`src/irq_priority_regs.vh`:
```
`ifndef IRQ_PRIORITY_REGS_VH
`define IRQ_PRIORITY_REGS_VH

// Special function register addresses
`define IRQ_LEVEL_SELECT_ADDR    8'hB8
`define EXT_IRQ_ENABLE_ADDR      8'hE6
`define EXT_IRQ_LEVEL_ADDR       8'hF6

// Reset values
`define IRQ_LEVEL_SELECT_RESET   8'h80
`define EXT_IRQ_ENABLE_RESET     8'h00
`define EXT_IRQ_LEVEL_RESET      8'h00

// Writable and readable bit masks
`define IRQ_LEVEL_SELECT_WMASK   8'h7F
`define EXT_IRQ_WMASK            8'h1F
`define EXT_IRQ_READ_MASK        8'h1F

// Bit positions in the primary level register
`define LVL_EXT_EDGE1_BIT        6
`define LVL_TIMER3_BIT           5
`define LVL_SERIALIZER_BIT       4
`define LVL_CLOCK_TICK_BIT       3
`define LVL_RESERVED_BIT         2
`define LVL_TIMER2_BIT           1
`define LVL_EXT_EDGE0_BIT        0
`define LVL_FIXED_ONE_BIT        7
`define LVL_FIXED_ONE_SEL        3'h7

// Bit positions in the extended registers
`define EXT_SPARE1_BIT           4
`define EXT_SPARE0_BIT           3
`define EXT_FREQ_COUNTER_BIT     2

// Source indices, in natural priority order (0 first)
`define SRC_EXT_EDGE0            0
`define SRC_TIMER2               1
`define SRC_CLOCK_TICK           2
`define SRC_SERIALIZER           3
`define SRC_TIMER3               4
`define SRC_EXT_EDGE1            5
`define SRC_FREQ_COUNTER         6
`define SRC_SPARE0               7
`define SRC_SPARE1               8
`define SRC_COUNT                9
`define SRC_IDX_W                4

// Service tracking codes
`define LEVEL_NONE               2'h0
`define LEVEL_LOW                2'h1
`define LEVEL_HIGH               2'h2

`endif

```
`src/irq_priority_ext_enable.v`:
```
`timescale 1ns/1ps
`include "irq_priority_regs.vh"

module irq_priority_ext_enable #(
   parameter SRC_N = `SRC_COUNT
) (
   // Clock and reset
   input  wire                 clk_i,
   input  wire                 reset_i,
   // Special function register port
   input  wire [7:0]           sfr_addr_i,
   input  wire                 sfr_wr_i,
   input  wire [7:0]           sfr_wdata_i,
   input  wire                 sfr_bit_wr_i,
   input  wire [2:0]           sfr_bit_sel_i,
   input  wire                 sfr_bit_val_i,
   output reg  [7:0]           sfr_rdata_o,
   output reg                  sfr_bit_rdata_o,
   // Primary enables held by the core
   input  wire                 global_irq_enable_i,
   input  wire [5:0]           primary_enable_i,
   // Pending flags from the sources
   input  wire [SRC_N-1:0]     irq_pending_i,
   // Core service handshake
   input  wire                 irq_ack_i,
   input  wire                 reti_i,
   input  wire                 instr_done_i,
   output reg                  irq_req_o,
   output reg  [`SRC_IDX_W-1:0] irq_src_o,
   output reg                  irq_high_o,
   // Level bits for other logic
   output reg  [SRC_N-1:0]     src_high_o
);

   reg  [7:0] irq_level_select_reg;
   reg  [7:0] irq_level_select_next;
   reg  [7:0] extended_irq_enable_reg;
   reg  [7:0] extended_irq_level_reg;
   reg  [1:0] active_top_reg;
   reg  [1:0] active_low_reg;
   reg        hold_reg;
   reg        hold_arm_reg;

   wire [SRC_N-1:0] enable_vec;
   wire [SRC_N-1:0] level_vec;
   wire [SRC_N-1:0] live_vec;
   wire [7:0]       ext_en_read;
   wire [7:0]       ext_lvl_read;
   wire [7:0]       lvl_read;

   assign lvl_read     = irq_level_select_reg | `IRQ_LEVEL_SELECT_RESET;
   assign ext_en_read  = extended_irq_enable_reg & `EXT_IRQ_READ_MASK;
   assign ext_lvl_read = extended_irq_level_reg & `EXT_IRQ_READ_MASK;

   // Register bit that holds the level of each source, and the enable of the extended ones
   function integer src_bit;
      input integer src;
      begin
         case (src)
            `SRC_EXT_EDGE0:    src_bit = `LVL_EXT_EDGE0_BIT;
            `SRC_TIMER2:       src_bit = `LVL_TIMER2_BIT;
            `SRC_CLOCK_TICK:   src_bit = `LVL_CLOCK_TICK_BIT;
            `SRC_SERIALIZER:   src_bit = `LVL_SERIALIZER_BIT;
            `SRC_TIMER3:       src_bit = `LVL_TIMER3_BIT;
            `SRC_EXT_EDGE1:    src_bit = `LVL_EXT_EDGE1_BIT;
            `SRC_FREQ_COUNTER: src_bit = `EXT_FREQ_COUNTER_BIT;
            `SRC_SPARE0:       src_bit = `EXT_SPARE0_BIT;
            `SRC_SPARE1:       src_bit = `EXT_SPARE1_BIT;
            default:           src_bit = 0;
         endcase
      end
   endfunction

   genvar g;
   generate
      for (g = 0; g < SRC_N; g = g + 1) begin : gate_g
         if (g < `SRC_FREQ_COUNTER) begin : prim_g
            assign level_vec[g]  = irq_level_select_reg[src_bit(g)];
            assign enable_vec[g] = primary_enable_i[g];
         end else begin : ext_g
            assign level_vec[g]  = extended_irq_level_reg[src_bit(g)];
            assign enable_vec[g] = extended_irq_enable_reg[src_bit(g)];
         end
         assign live_vec[g] = irq_pending_i[g] & enable_vec[g] & global_irq_enable_i;
      end
   endgenerate

   // Pick lowest index among high requests, else among low requests
   reg                  high_found;
   reg                  low_found;
   reg [`SRC_IDX_W-1:0] high_idx;
   reg [`SRC_IDX_W-1:0] low_idx;
   integer i;
   always @* begin
      high_found = 1'b0;
      low_found  = 1'b0;
      high_idx   = {`SRC_IDX_W{1'b0}};
      low_idx    = {`SRC_IDX_W{1'b0}};
      for (i = SRC_N - 1; i >= 0; i = i - 1) begin
         if (live_vec[i] && level_vec[i]) begin
            high_found = 1'b1;
            high_idx   = i[`SRC_IDX_W-1:0];
         end
         if (live_vec[i] && !level_vec[i]) begin
            low_found = 1'b1;
            low_idx   = i[`SRC_IDX_W-1:0];
         end
      end
   end

   // A request may preempt only a strictly lower running level
   reg                  cand_ok;
   reg                  cand_high;
   reg [`SRC_IDX_W-1:0] cand_idx;
   always @* begin
      cand_high = high_found;
      cand_idx  = high_found ? high_idx : low_idx;
      cand_ok   = 1'b0;
      if (!hold_reg) begin
         if (high_found)
            cand_ok = (active_top_reg != `LEVEL_HIGH);
         else if (low_found)
            cand_ok = (active_top_reg == `LEVEL_NONE);
      end
   end

   // Byte and bit writes to the primary level register
   always @* begin
      irq_level_select_next = irq_level_select_reg;
      if (sfr_wr_i && sfr_addr_i == `IRQ_LEVEL_SELECT_ADDR)
         irq_level_select_next = (sfr_wdata_i & `IRQ_LEVEL_SELECT_WMASK)
                               | `IRQ_LEVEL_SELECT_RESET;
      else if (sfr_bit_wr_i && sfr_addr_i == `IRQ_LEVEL_SELECT_ADDR
               && sfr_bit_sel_i != `LVL_FIXED_ONE_SEL)
         irq_level_select_next[sfr_bit_sel_i] = sfr_bit_val_i;
   end

   // Bit 7 starts at one and no write path clears it
   always @(posedge clk_i) begin
      if (reset_i) begin
         irq_level_select_reg <= `IRQ_LEVEL_SELECT_RESET;
      end else begin
         irq_level_select_reg <= irq_level_select_next;
      end
   end

   reg  [7:0] extended_irq_enable_next;
   reg  [7:0] extended_irq_level_next;

   // Upper bits are dropped at the write, so they can never read back set
   always @* begin
      extended_irq_enable_next = extended_irq_enable_reg;
      extended_irq_level_next  = extended_irq_level_reg;
      if (sfr_wr_i && sfr_addr_i == `EXT_IRQ_ENABLE_ADDR)
         extended_irq_enable_next = sfr_wdata_i & `EXT_IRQ_WMASK;
      if (sfr_wr_i && sfr_addr_i == `EXT_IRQ_LEVEL_ADDR)
         extended_irq_level_next = sfr_wdata_i & `EXT_IRQ_WMASK;
   end

   always @(posedge clk_i) begin
      if (reset_i) begin
         extended_irq_enable_reg <= `EXT_IRQ_ENABLE_RESET;
         extended_irq_level_reg  <= `EXT_IRQ_LEVEL_RESET;
      end else begin
         extended_irq_enable_reg <= extended_irq_enable_next;
         extended_irq_level_reg  <= extended_irq_level_next;
      end
   end

   reg  [7:0] rdata_next;
   reg        bit_rdata_next;

   // Read data follows the address one cycle later; unmapped addresses read zero
   always @* begin
      case (sfr_addr_i)
         `IRQ_LEVEL_SELECT_ADDR: rdata_next = lvl_read;
         `EXT_IRQ_ENABLE_ADDR:   rdata_next = ext_en_read;
         `EXT_IRQ_LEVEL_ADDR:    rdata_next = ext_lvl_read;
         default:                rdata_next = 8'h00;
      endcase
      bit_rdata_next = 1'b0;
      if (sfr_addr_i == `IRQ_LEVEL_SELECT_ADDR)
         bit_rdata_next = lvl_read[sfr_bit_sel_i];
   end

   always @(posedge clk_i) begin
      if (reset_i) begin
         sfr_rdata_o     <= 8'h00;
         sfr_bit_rdata_o <= 1'b0;
      end else begin
         sfr_rdata_o     <= rdata_next;
         sfr_bit_rdata_o <= bit_rdata_next;
      end
   end

   reg  [1:0] active_top_next;
   reg  [1:0] active_low_next;
   reg        hold_next;
   reg        hold_arm_next;
   wire       req_taken;

   // An acknowledge only counts while a request is shown
   assign req_taken = irq_ack_i & irq_req_o;

   // Two levels of nesting: the running level and the one it preempted
   always @* begin
      active_top_next = active_top_reg;
      active_low_next = active_low_reg;
      if (req_taken) begin
         active_low_next = active_top_reg;
         active_top_next = irq_high_o ? `LEVEL_HIGH : `LEVEL_LOW;
      end else if (reti_i) begin
         active_top_next = active_low_reg;
         active_low_next = `LEVEL_NONE;
      end
   end

   always @(posedge clk_i) begin
      if (reset_i) begin
         active_top_reg <= `LEVEL_NONE;
         active_low_reg <= `LEVEL_NONE;
      end else begin
         active_top_reg <= active_top_next;
         active_low_reg <= active_low_next;
      end
   end

   // One more instruction must finish after a return
   always @* begin
      hold_next     = hold_reg;
      hold_arm_next = hold_arm_reg;
      if (reti_i) begin
         hold_next     = 1'b1;
         hold_arm_next = 1'b1;
      end else if (hold_arm_reg && instr_done_i) begin
         hold_next     = 1'b0;
         hold_arm_next = 1'b0;
      end
   end

   always @(posedge clk_i) begin
      if (reset_i) begin
         hold_reg     <= 1'b0;
         hold_arm_reg <= 1'b0;
      end else begin
         hold_reg     <= hold_next;
         hold_arm_reg <= hold_arm_next;
      end
   end

   reg                  req_next;
   reg [`SRC_IDX_W-1:0] src_next;
   reg                  high_next;

   // The request drops at the edge that takes it or that sees a return
   always @* begin
      req_next  = cand_ok & ~req_taken & ~reti_i;
      src_next  = cand_idx;
      high_next = cand_high;
   end

   always @(posedge clk_i) begin
      if (reset_i) begin
         irq_req_o  <= 1'b0;
         irq_src_o  <= {`SRC_IDX_W{1'b0}};
         irq_high_o <= 1'b0;
      end else begin
         irq_req_o  <= req_next;
         irq_src_o  <= src_next;
         irq_high_o <= high_next;
      end
   end

   // Level bits are shown to other logic one cycle after a write lands
   always @(posedge clk_i) begin
      if (reset_i) begin
         src_high_o <= {SRC_N{1'b0}};
      end else begin
         src_high_o <= level_vec;
      end
   end

endmodule

```
`config.mk`:
```
export PLATFORM = sky130hd
export DESIGN_NAME = irq_priority_ext_enable
export DESIGN_NICKNAME = d
export VERILOG_FILES = /design/src/irq_priority_ext_enable.v
export VERILOG_INCLUDE_DIRS = /design/src
export SDC_FILE = /design/constraint.sdc
export NUM_CORES = 1
export LEC_CHECK = 0
export ABC_AREA = 1
export BUFFER_PORTS_ARGS = -buffer_cell sky130_fd_sc_hd__clkbuf_2
export CORE_ASPECT_RATIO = 1.4
export CORE_MARGIN = 10
export CORE_UTILIZATION = 30
export DETAILED_ROUTE_END_ITERATION = 8
export GPL_ROUTABILITY_DRIVEN = 0
export PLACE_DENSITY = 0.51
export SYNTH_ARGS = -nofsm -noshare
export SYNTH_HDL_FRONTEND = slang
export SYNTH_SLANG_ARGS = --single-unit
```
`constraint.sdc`:
```
create_clock -name clk_i -period 1.7 [get_ports clk_i]
set_clock_uncertainty 0.2 [all_clocks]
set_input_delay 0.51 -clock clk_i [delete_from_list [all_inputs] [get_ports clk_i]]
set_output_delay 0.51 -clock clk_i [all_outputs]
set_load 0.05 [all_outputs]
```
* Word level (Yosys, flattened, before mapping)
Cells that the tools add are included.
** Operators by class
- $lt $le $gt $ge :: 2
- Equality and inequality tests :: 5
- Mux-type cells :: 55
- Bitwise operators :: 24
- Reductions and logical operators :: 40
** Operators by type and width (count)
- $mux W4 :: 19
- $logic_and A1 B1 Y1 :: 25
- $mux W1 :: 25
- $eq A8 B8 Y1 const B :: 3
- $pmux W8 S3 :: 1
- $and A1 B1 Y1 :: 21
- $mux W7 :: 2
- $mux W2 :: 5
- $logic_not A1 Y1 :: 9
- $bwmux W8 :: 1
- $reduce_bool A2 Y1 :: 3
- $lt A3 B4 Y1 const B :: 1
- $reduce_or A2 Y1 :: 2
- $bmux W1 S3 :: 1
- $demux W1 S3 :: 1
- $ge A3 B1 Y1 const B :: 1
- $ne A3 B3 Y1 const B :: 1
- $not A1 Y1 :: 3
- $logic_not A2 Y1 :: 1
- $ne A2 B2 Y1 const B :: 1
** Storage, ports and cells
- Register bits :: 47
- Input bits :: 43
- Output and inout port bits :: 24
- Word-level logic and storage cells :: 139

* Depth between registers and ports, before layout
Gate-level depths: netlist (run 1).
- Depth in word-level cells :: 17
- Gate-level depth with buffers :: 11
- Depth with buffers taken out :: 10

* Worst setup path before layout (run 1)
OpenSTA, ideal clock, no wires.
- Kind :: input-to-reg
- From :: input port sfr_addr_i[0]
- To :: register irq_level_select_reg[5]
- Arrival time :: 1391 ps
- Setup slack :: -13 ps
- Cell stages on the path :: 8
- Buffers on the path :: 1
- Cell sequence :: or2_1 nor2_2 nand2_2 clkinv_4 nand2_2 buf_6 o21ai_1 a21oi_2
** On the way
- Longest elaborated chain between the ends :: 4
- Elaborated cells on any way between the ends :: 6
- Those cells by class :: eq/ne (1); mux (1); reduce/logical (4)
** RTL lines
- from (decl) :: line irq_priority_ext_enable.v:11 : input wire [7:0] sfr_addr_i,
- $eq A8 B8 Y1 *
- $logic_and A1 B1 Y1 (no source line) (2 in series)
- $reduce_bool A2 Y1 (no source line)
- to (signal assigned) :: line irq_priority_ext_enable.v:141 : irq_level_select_reg <= `IRQ_LEVEL_SELECT_RESET;
- to (signal assigned) :: line irq_priority_ext_enable.v:143 : irq_level_select_reg <= irq_level_select_next;
- to (decl) :: line irq_priority_ext_enable.v:35 : reg [7:0] irq_level_select_reg;
Every way passes the cells marked *; elsewhere a longest branch is shown, timed or not.
A chain may end at the register's enable or synchronous reset.

* Worst setup path after layout (run 1)
- From :: register irq_high_o
- To :: output port irq_high_o
** RTL lines
- from (decl) :: line irq_priority_ext_enable.v:30 : output reg irq_high_o,
- from (signal assigned) :: line irq_priority_ext_enable.v:270 : irq_high_o <= high_next;
No word-level cell between the ends.

==> results of run 1 <==
cell usage in the layout, fill, tap and decap left out, types with 4 or more instances in the layout:
master	count
nor2_1	39
clkbuf_2	64
buf_4	24
nand3_1	28
clkbuf_8	6
a31oi_1	9
nand2_1	58
o21ai_1	7
a21oi_1	23
dfxtp_1	46
nand2_2	4
o21ai_0	8
o22ai_1	5
inv_1	37
nand4_1	15
final timing paths:
kind / cells past startpoint / start / to / slack (ns)
hold reg to reg: 2 / active_low_reg[0]$_SDFFE_PP0P_ / active_low_reg[0]$_SDFFE_PP0P_ / 0.27
hold / removal: 2 / reset_i / extended_irq_enable_reg[1]$_SDFFE_PP0P_ / 0.23
setup reg to reg: 8 / irq_level_select_reg[5]$_SDFFE_PP0P_ / irq_req_o$_SDFF_PP0_ / 0.23
setup / recovery: 1 / irq_high_o$_SDFF_PP0_ / irq_high_o / 0.07
layout make-up:
type	instances	area [µm²]
sequential	46	921
inverter	41	159
multi-input combinational	220	1090
tap	97	121
fill	833	4400
clock buffer	7	86.3
clock inverter	1	5.00
timing repair buffer	90	528
power by group through the flow:
stage / logic (mW) / clock network (mW) / registers, mW
finish: 0.224 / 0.697 / 1.09
global route: 0.252 / 0.765 / 1.09
CTS: 0.225 / 0.720 / 1.09
detailed placement: 0.225 / 0 / 1.12
global placement: 0.222 / 0 / 1.11
floorplan: 0.0999 / 0 / 1.13
kinds of logic after synthesis:
group           count (synthesis)  share of synthesized area
compound gates                 59                      0.147
buf+inv                        50                      0.101
flops                          46                      0.413
simple gates                  161                      0.339
per-layer routing:
layer | routed length (µm) | vias up | track usage
met5 | 0 | - | 0
met4 | 132 | 0 | 0.0435
met3 | 311 | 7 | 0.0295
met2 | 3190 | 55 | 0.207
met1 | 2790 | 1045 | 0.122
li1 | - | 1228 | -
through the flow:
step / instance area (µm²) / cells / hold slack, ns
floorplan: 2240 / 316 / 0.231
global placement: 2820 / 494 / 0.247
detailed placement: 2820 / 494 / 0.250
CTS: 2910 / 502 / 0.218
global route: 2910 / 502 / 0.241
finish: 2910 / 502 / 0.228
repair_timing:
action                                  CTS  global route
endpoints found under the setup margin    0             4
resized for setup                         0             3
buffers inserted                          0             0
==> impl_metrics.env, run 1 <==
export IMPL_outcome="finished clean"
export IMPL_grt_usage=0.114
export IMPL_crit_arrival_ns=0.92
export IMPL_fin_crit_ns=1.63
export IMPL_worstSkewPairLatency_ns=0.30
export IMPL_synthFlopType="dfxtp_1"
export IMPL_rows=37
export IMPL_critPathMaxStageDelay_ns=0.35
export IMPL_die_x_um=92.8
export IMPL_dr_first_iter_drc_count=88
export IMPL_switching_share=0.252
export IMPL_totalWireLength_mm=6.43
export IMPL_setup_tns_ns=0
export IMPL_min_delay_path_class="primary input to flip-flop"
export IMPL_clkSinkCount=46
export IMPL_drive_above_1_share=0.286
export IMPL_numCtsBuffers=5
export IMPL_slew_violations=0
export IMPL_path_clk_slew_ns=0.09
export IMPL_required_ns=0.99
export IMPL_num_io_pins=67
export IMPL_die_h_um=122
export IMPL_power_leakage_nw=1.35
export IMPL_hold_viol_final=0
export IMPL_dp_hpwl_mm=5.33
export IMPL_start_kind="flip-flop"
export IMPL_yosys_top_cells_area="dfxtp_1, nand2_1, nor2_1"
export IMPL_relSlewSlack=0.783
export IMPL_p_clk_frac=0.347
export IMPL_synthesis_nets=359
export IMPL_max_freq_mhz=612
export IMPL_p_seq_frac=0.542
export IMPL_first_global_vias=2351
export IMPL_yosys_warnings=0
export IMPL_rsz0062_at_grt="no"
export IMPL_syn_cell_area_um2=2230
export IMPL_synth_top_area_cell="dfxtp_1"
export IMPL_ctsHoldBuffers=0
export IMPL_cts_tree="done"
export IMPL_slowest_stage="dfxtp_1"
export IMPL_vias=2335
export IMPL_critPathCaptureType="output port"
export IMPL_ys_seq_elements=46
export IMPL_crit_chain="clkbuf_2"
export IMPL_port_buffers=65
export IMPL_cts_root_buffer="clkbuf_8"
export IMPL_critPathBufInv=1
export IMPL_crit_fanout=2
export IMPL_overflow=0
export IMPL_drtAntennaViolNets=0
export IMPL_htreeDepth=2
export IMPL_drt_vias_per_instance=4.65
export IMPL_final_net_count=447
export IMPL_pre_cts_slack_ns=-0.202
export IMPL_drv_cap=0
export IMPL_cp_top_family="flip-flops"
export IMPL_dr_pass1_iters=4
export IMPL_synth_edf_count=0
export IMPL_avgRoutedWirePerCell_um=12.8
export IMPL_core_area_um2=7310
export IMPL_worst_slew_pin_slew_ns=0.324
export IMPL_grt_first_pass_wirelength_mm=10.6
export IMPL_switchingPower_uw=507
export IMPL_area_growth_pct=30.7
export IMPL_remaining_drc_errors=0
export IMPL_finalSetupViolCount=0
export IMPL_pwr_density_cell_nw_per_um2=690
export IMPL_path_class="flip-flop to output port"
export IMPL_p_int_mw=1.50
export IMPL_avgSynthCellArea_um2=7.05
export IMPL_cts_buffer_depth=2
export IMPL_yosys_top_cells_count="nand2_1, dfxtp_1, nor2_1, inv_1, nand3_1"
export IMPL_n_antenna_cell=0
export IMPL_ys_types=33
export IMPL_start_util=0.305
export IMPL_grt_antenna_before_repair=0
export IMPL_fin_crit_sh=0.961
export IMPL_seq_area_frac_synth=0.413
export IMPL_combinationalPowerShare=0.111
export IMPL_synthArstFlopShare=0
export IMPL_setup_ws_ns=0.0671
export IMPL_synth_most_common_cell="nand2_1"
export IMPL_largest_register_ffs=9
export IMPL_totalPowerFinal_mw=2.01
export IMPL_final_util=0.398
export IMPL_postSynthCellCount=316
export IMPL_synth_top_cell_area_share=0.413
export IMPL_dieArea_um2=11300
export IMPL_ir_drop_mv=0.364
export IMPL_grt_max_degree=18
Power figures use the tool's default switching activity.
==> inputs of run 2 (changes only) <==
==> constraint.sdc (replaced) <==
create_clock -name clk_i -period 1.4 [get_ports clk_i]
set_clock_uncertainty 0.2 [all_clocks]
set_input_delay 0.42 -clock clk_i [delete_from_list [all_inputs] [get_ports clk_i]]
set_output_delay 0.42 -clock clk_i [all_outputs]
set_load 0.05 [all_outputs]
==> impl_metrics.env, run 2 (synthesized netlist as in run 1, its figures left out) <==
export IMPL_grt_first_pass_wirelength_mm=11.5
export IMPL_max_freq_mhz=694
export IMPL_die_h_um=122
export IMPL_slowest_stage="dfxtp_2"
export IMPL_totalWireLength_mm=7.23
export IMPL_violations="setup timing"
export IMPL_path_clk_slew_ns=0.08
export IMPL_die_x_um=92.8
export IMPL_min_delay_path_class="primary input to flip-flop"
export IMPL_r2r_cells=7
export IMPL_numCtsBuffers=5
export IMPL_critPathCaptureType="output port"
export IMPL_layout_commonest_cell="nand2_1"
export IMPL_core_area_um2=7310
export IMPL_crit_fanout=2
export IMPL_dr_pass1_iters=4
export IMPL_n_antenna_cell=0
export IMPL_grt_usage=0.123
export IMPL_reg2reg_to="irq_src_o[2]$_SDFF_PP0_"
export IMPL_final_cell_mix="nand2_1, clkbuf_2, buf_4"
export IMPL_fin_crit_sh=1.03
export IMPL_dieArea_um2=11300
export IMPL_outcome="finished with violations"
export IMPL_port_buffers=65
export IMPL_avgRoutedWirePerCell_um=13.8
export IMPL_cts_root_buffer="clkbuf_8"
export IMPL_critPathMaxStageDelay_ns=0.36
export IMPL_cts_buffer_depth=2
export IMPL_slew_violations=0
export IMPL_fin_area_um2=3860
export IMPL_min_to="hold_arm_reg$_SDFFE_PP0P_"
export IMPL_placed_area_um2=2960
export IMPL_drt_vias_per_instance=4.68
export IMPL_dp_hpwl_mm=5.50
export IMPL_path_class="flip-flop to output port"
export IMPL_fin_crit_ns=1.44
export IMPL_crit_chain="clkbuf_16"
export IMPL_critPathBufInv=1
export IMPL_drv_cap=0
export IMPL_finalSetupViolCount=28
export IMPL_rrSetupSlack_ns=0.02
export IMPL_dr_first_iter_drc_count=100
export IMPL_grt_antenna_before_repair=0
export IMPL_num_io_pins=67
export IMPL_vias=2447
export IMPL_drive_above_1_share=0.500
export IMPL_r2r_start="irq_level_select_reg[6]$_SDFFE_PP0P_"
export IMPL_htreeDepth=2
export IMPL_required_ns=0.78
export IMPL_final_net_count=468
export IMPL_power_leakage_nw=1.70
export IMPL_ir_drop_mv=0.364
export IMPL_overflow=0
export IMPL_drtAntennaViolNets=0
export IMPL_hold_start="reti_i"
export IMPL_rsz0062_at_grt="yes"
export IMPL_largest_register_ffs=9
export IMPL_grt_max_degree=20
export IMPL_totalPowerFinal_mw=2.67
export IMPL_cp_top_family="flip-flops"
export IMPL_clkSinkCount=46
export IMPL_crit_arrival_ns=0.82
export IMPL_remaining_drc_errors=0
export IMPL_start_util=0.305
export IMPL_worstSkewPairLatency_ns=0.30
export IMPL_hold_viol_final=0
export IMPL_first_global_vias=2434
export IMPL_pwr_density_cell_nw_per_um2=690
export IMPL_setup_ws_ns=-0.0419
export IMPL_setup_tns_ns=-0.435
export IMPL_area_growth_pct=73.4
export IMPL_hold_ws_ns=0.153
export IMPL_start_kind="flip-flop"
export IMPL_relSlewSlack=0.788
export IMPL_holdPathStages=3
export IMPL_rows=37
export IMPL_worst_slew_pin_slew_ns=0.316
export IMPL_cts_tree="done"
==> run 2: changes by cell type in the layout (fill, tap and decap cells not counted), moves of 5 or more <==
| cell | delta |
|---|---|
| clkbuf_16 | +21 |
| nand3_2 | +7 |
| dfxtp_2 | +32 |
| o21ai_2 | +6 |
| clkbuf_2 | -25 |
| nor2_2 | +5 |
| nor2_1 | -6 |
| nand2_4 | +7 |
| buf_4 | +15 |
| nand2_1 | -9 |
| dfxtp_1 | -32 |
| nand3_1 | -10 |
==> run 2: per-stage QoR <==
step | utilization | setup WS, ns | std cells
2_1_floorplan | - | -0.193 | 316
3_3_place_gp | 0.405 | -0.383 | 508
4_1_cts | 0.490 | -0.0505 | 518
5_1_grt | 0.528 | -0.0801 | 523
3_5_place_dp | 0.405 | -0.437 | 508
6_report | 0.528 | -0.0419 | 523
==> run 2: area by class of cell <==
cell class | instances | area (µm²)
Clock buffer | 5 | 68.8
Clock inverter | 3 | 40.0
Fill cell | 743 | 3450
Inverter | 41 | 166
Multi-Input combinational cell | 222 | 1360
Sequential cell | 46 | 961
Tap cell | 97 | 121
Timing Repair Buffer | 108 | 1140
Timing Repair inverter | 1 | 8.76
==> run 2: tightest hold or removal path, delay by kind of cell <==
kind	cells	cell delay, ns
buffers and inverters	1	0.09
and+or+nand+nor	2	0.10
==> run 2: what timing repair did <==
item,4_1_cts,5_1_grt
endpoints found under the setup margin,36,51
gates resized for setup,99,68
pin swaps,2,20
gates cloned,0,3
setup buffers,2,2
hold buffers,0,0
==> run 2: power by group <==
part	switching [mW]	internal [mW]
sequential	0.00763	1.32
clock	0.452	0.526
combinational	0.199	0.162
==> run 2: worst max path at each step <==
stage	from	endpoint	slack [ns]	depth (start not counted)
after CTS	irq_high_o$_SDFF_PP0_	irq_high_o	-0.05	1
after global placement	global_irq_enable_i	irq_src_o[0]$_SDFF_PP0_	-0.38	8
after floorplan	sfr_addr_i[0]	irq_level_select_reg[5]$_SDFFE_PP0P_	-0.19	8
after detailed placement	global_irq_enable_i	irq_src_o[0]$_SDFF_PP0_	-0.44	8
final	irq_high_o$_SDFF_PP0_	irq_high_o	-0.04	1
after global routing	extended_irq_level_reg[3]$_SDFFE_PP0P_	irq_src_o[0]$_SDFF_PP0_	-0.08	10
==> run 2: metal layers <==
metal	global-route usage	vias to the layer above	wire length, µm
li1	-	1271	-
met1	0.134	1122	2820
met2	0.228	46	3980
met3	0.0320	8	325
met4	0.0348	0	104
met5	0	-	0
==> inputs of run 3 (changes only) <==
--- a/config.mk
+++ b/config.mk
@@ -13,7 +13,9 @@
 export CORE_UTILIZATION = 30
 export DETAILED_ROUTE_END_ITERATION = 8
 export GPL_ROUTABILITY_DRIVEN = 0
-export PLACE_DENSITY = 0.51
+export MAX_ROUTING_LAYER = met4
+export PLACE_DENSITY = 0.49
+export SLEW_MARGIN = 20
 export SYNTH_ARGS = -nofsm -noshare
 export SYNTH_HDL_FRONTEND = slang
 export SYNTH_SLANG_ARGS = --single-unit
==> constraint.sdc (replaced) <==
create_clock -name clk_i -period 1.7 [get_ports clk_i]
set_clock_uncertainty 0.2 [all_clocks]
set_input_delay 0.51 -clock clk_i [delete_from_list [all_inputs] [get_ports clk_i]]
set_output_delay 0.51 -clock clk_i [all_outputs]
set_load 0.05 [all_outputs]
==> impl_metrics.env, run 3 (synthesized netlist as in run 1, its figures left out) <==
export IMPL_dr_wl_met3_um=252
export IMPL_dr_first_iter_drc_count=128
export IMPL_worst_slew_pin_slew_ns=0.341
export IMPL_vias=2337
export IMPL_crit_fanout=2
export IMPL_htreeDepth=2
export IMPL_die_x_um=92.8
export IMPL_numCtsBuffers=5
export IMPL_avgRoutedWirePerCell_um=13.1
export IMPL_placedCellCount=494
export IMPL_hold_viol_final=0
export IMPL_wl_met2_mm=3.33
export IMPL_grt_antenna_before_repair=0
export IMPL_final_cell_mix="clkbuf_2, nand2_1, dfxtp_1"
export IMPL_totalPowerFinal_mw=2.15
export IMPL_reg2reg_to="irq_req_o$_SDFF_PP0_"
export IMPL_cp_startpoint="irq_high_o$_SDFF_PP0_"
export IMPL_outcome="finished clean"
export IMPL_critPathCapture="irq_high_o"
export IMPL_cts_tree="done"
export IMPL_grt_usage=0.120
export IMPL_cts_buffer_depth=2
export IMPL_cp_depth=1
export IMPL_drt_vias_per_instance=4.65
export IMPL_cts_setup_buffers=0
export IMPL_drtAntennaViolNets=0
export IMPL_path_class="flip-flop to output port"
export IMPL_final_net_count=448
export IMPL_m1WireLength_mm=2.92
export IMPL_slew_violations=0
export IMPL_r2r_start="irq_level_select_reg[5]$_SDFFE_PP0P_"
export IMPL_cts_root_buffer="clkbuf_8"
export IMPL_area_growth_pct=31.9
export IMPL_crit_chain="clkbuf_2"
export IMPL_fin_area_um2=2940
export IMPL_relSlewSlack=0.771
export IMPL_cp_top_family="flip-flops"
export IMPL_layout_commonest_cell="clkbuf_2"
export IMPL_r2r_cells=8
export IMPL_hold_ws_ns=0.242
export IMPL_clkSinkCount=46
export IMPL_crit_arrival_ns=0.93
export IMPL_port_buffers=65
export IMPL_grt_first_pass_wirelength_mm=10.6
export IMPL_first_global_vias=2339
export IMPL_required_ns=0.99
export IMPL_final_cells=503
export IMPL_critPathBufInv=1
export IMPL_dr_pass1_iters=4
export IMPL_top_layer="met4"
export IMPL_overflow=0
export IMPL_nFillCells=816
export IMPL_max_freq_mhz=610
export IMPL_min_delay_path_class="primary input to flip-flop"
export IMPL_drive_above_1_share=0.291
export IMPL_rows=37
export IMPL_fin_crit_ns=1.64
export IMPL_pwr_density_cell_nw_per_um2=730
export IMPL_core_area_um2=7310
export IMPL_ir_drop_mv=0.344
export IMPL_grt_max_degree=18
export IMPL_finalSetupViolCount=0
export IMPL_fin_crit_sh=0.964
export IMPL_worstSkewPairLatency_ns=0.30
export IMPL_critPathMaxStageDelay_ns=0.35
export IMPL_start_util=0.305
export IMPL_path_clk_slew_ns=0.09
export IMPL_largest_register_ffs=9
export IMPL_rrSetupSlack_ns=0.21
export IMPL_slowest_stage="dfxtp_1"
export IMPL_placed_area_um2=2800
export IMPL_num_io_pins=67
export IMPL_n_antenna_cell=0
export IMPL_dp_hpwl_mm=5.37
export IMPL_die_h_um=122
export IMPL_totalWireLength_mm=6.59
export IMPL_power_leakage_nw=1.35
export IMPL_dieArea_um2=11300
export IMPL_drv_cap=0
export IMPL_start_kind="flip-flop"
export IMPL_rsz0062_at_grt="no"
export IMPL_setup_tns_ns=0
export IMPL_critPathCaptureType="output port"
export IMPL_remaining_drc_errors=0
[run 3: final cells by class]
cell class | instances | area [µm²] | area share
Clock buffer | 5 | 68.8 | 0.0234
Clock inverter | 3 | 45.0 | 0.0153
Inverter | 41 | 159 | 0.0541
Multi-Input combinational cell | 221 | 1100 | 0.376
Sequential cell | 46 | 921 | 0.313
Tap cell | 97 | 121 | 0.0413
Timing Repair Buffer | 90 | 519 | 0.177
[run 3: how the worst min path moves through the flow]
stage	depth (start not counted)	endpoint	slack [ns]	from
6_report	3	hold_arm_reg$_SDFFE_PP0P_	0.24	reti_i
5_1_grt	2	extended_irq_enable_reg[1]$_SDFFE_PP0P_	0.26	reset_i
3_5_place_dp	2	extended_irq_enable_reg[0]$_SDFFE_PP0P_	0.24	extended_irq_enable_reg[0]$_SDFFE_PP0P_
3_3_place_gp	2	extended_irq_enable_reg[0]$_SDFFE_PP0P_	0.24	extended_irq_enable_reg[0]$_SDFFE_PP0P_
2_1_floorplan	2	extended_irq_enable_reg[0]$_SDFFE_PP0P_	0.23	extended_irq_enable_reg[0]$_SDFFE_PP0P_
4_1_cts	3	hold_arm_reg$_SDFFE_PP0P_	0.24	reti_i
[run 3: worst min-delay path, stage by stage]
cell      delay, ns
clkbuf_2       0.09
nor2_1         0.04
nor2_1         0.07
[run 3: what timing repair did]
| action | CTS | global route |
|---|---|---|
| hold buffers | 0 | 0 |
| resized for setup | 0 | 5 |
| setup endpoints to repair | 0 | 7 |
[run 3: through the flow]
stage	utilization	setup slack, ns
floorplan	-	0.0109
global placement	0.383	-0.213
detailed placement	0.383	-0.215
CTS	0.399	0.0459
global route	0.402	0.00637
finish	0.402	0.0620
[run 3: power breakdown]
part | total [mW] | switching, mW | internal [mW] | leakage, nW
clock network | 0.832 | 0.394 | 0.438 | 0.0504
logic | 0.225 | 0.138 | 0.0872 | 0.929
registers | 1.09 | 0.00395 | 1.09 | 0.371
total | 2.15 | 0.536 | 1.61 | 1.35
[run 3: routing by layer]
layer / up-vias / GRT usage
li1: 1226 / -
met1: 1056 / 0.129
met2: 49 / 0.210
met3: 6 / 0.0271
met4: 0 / 0.0406
met5: - / -
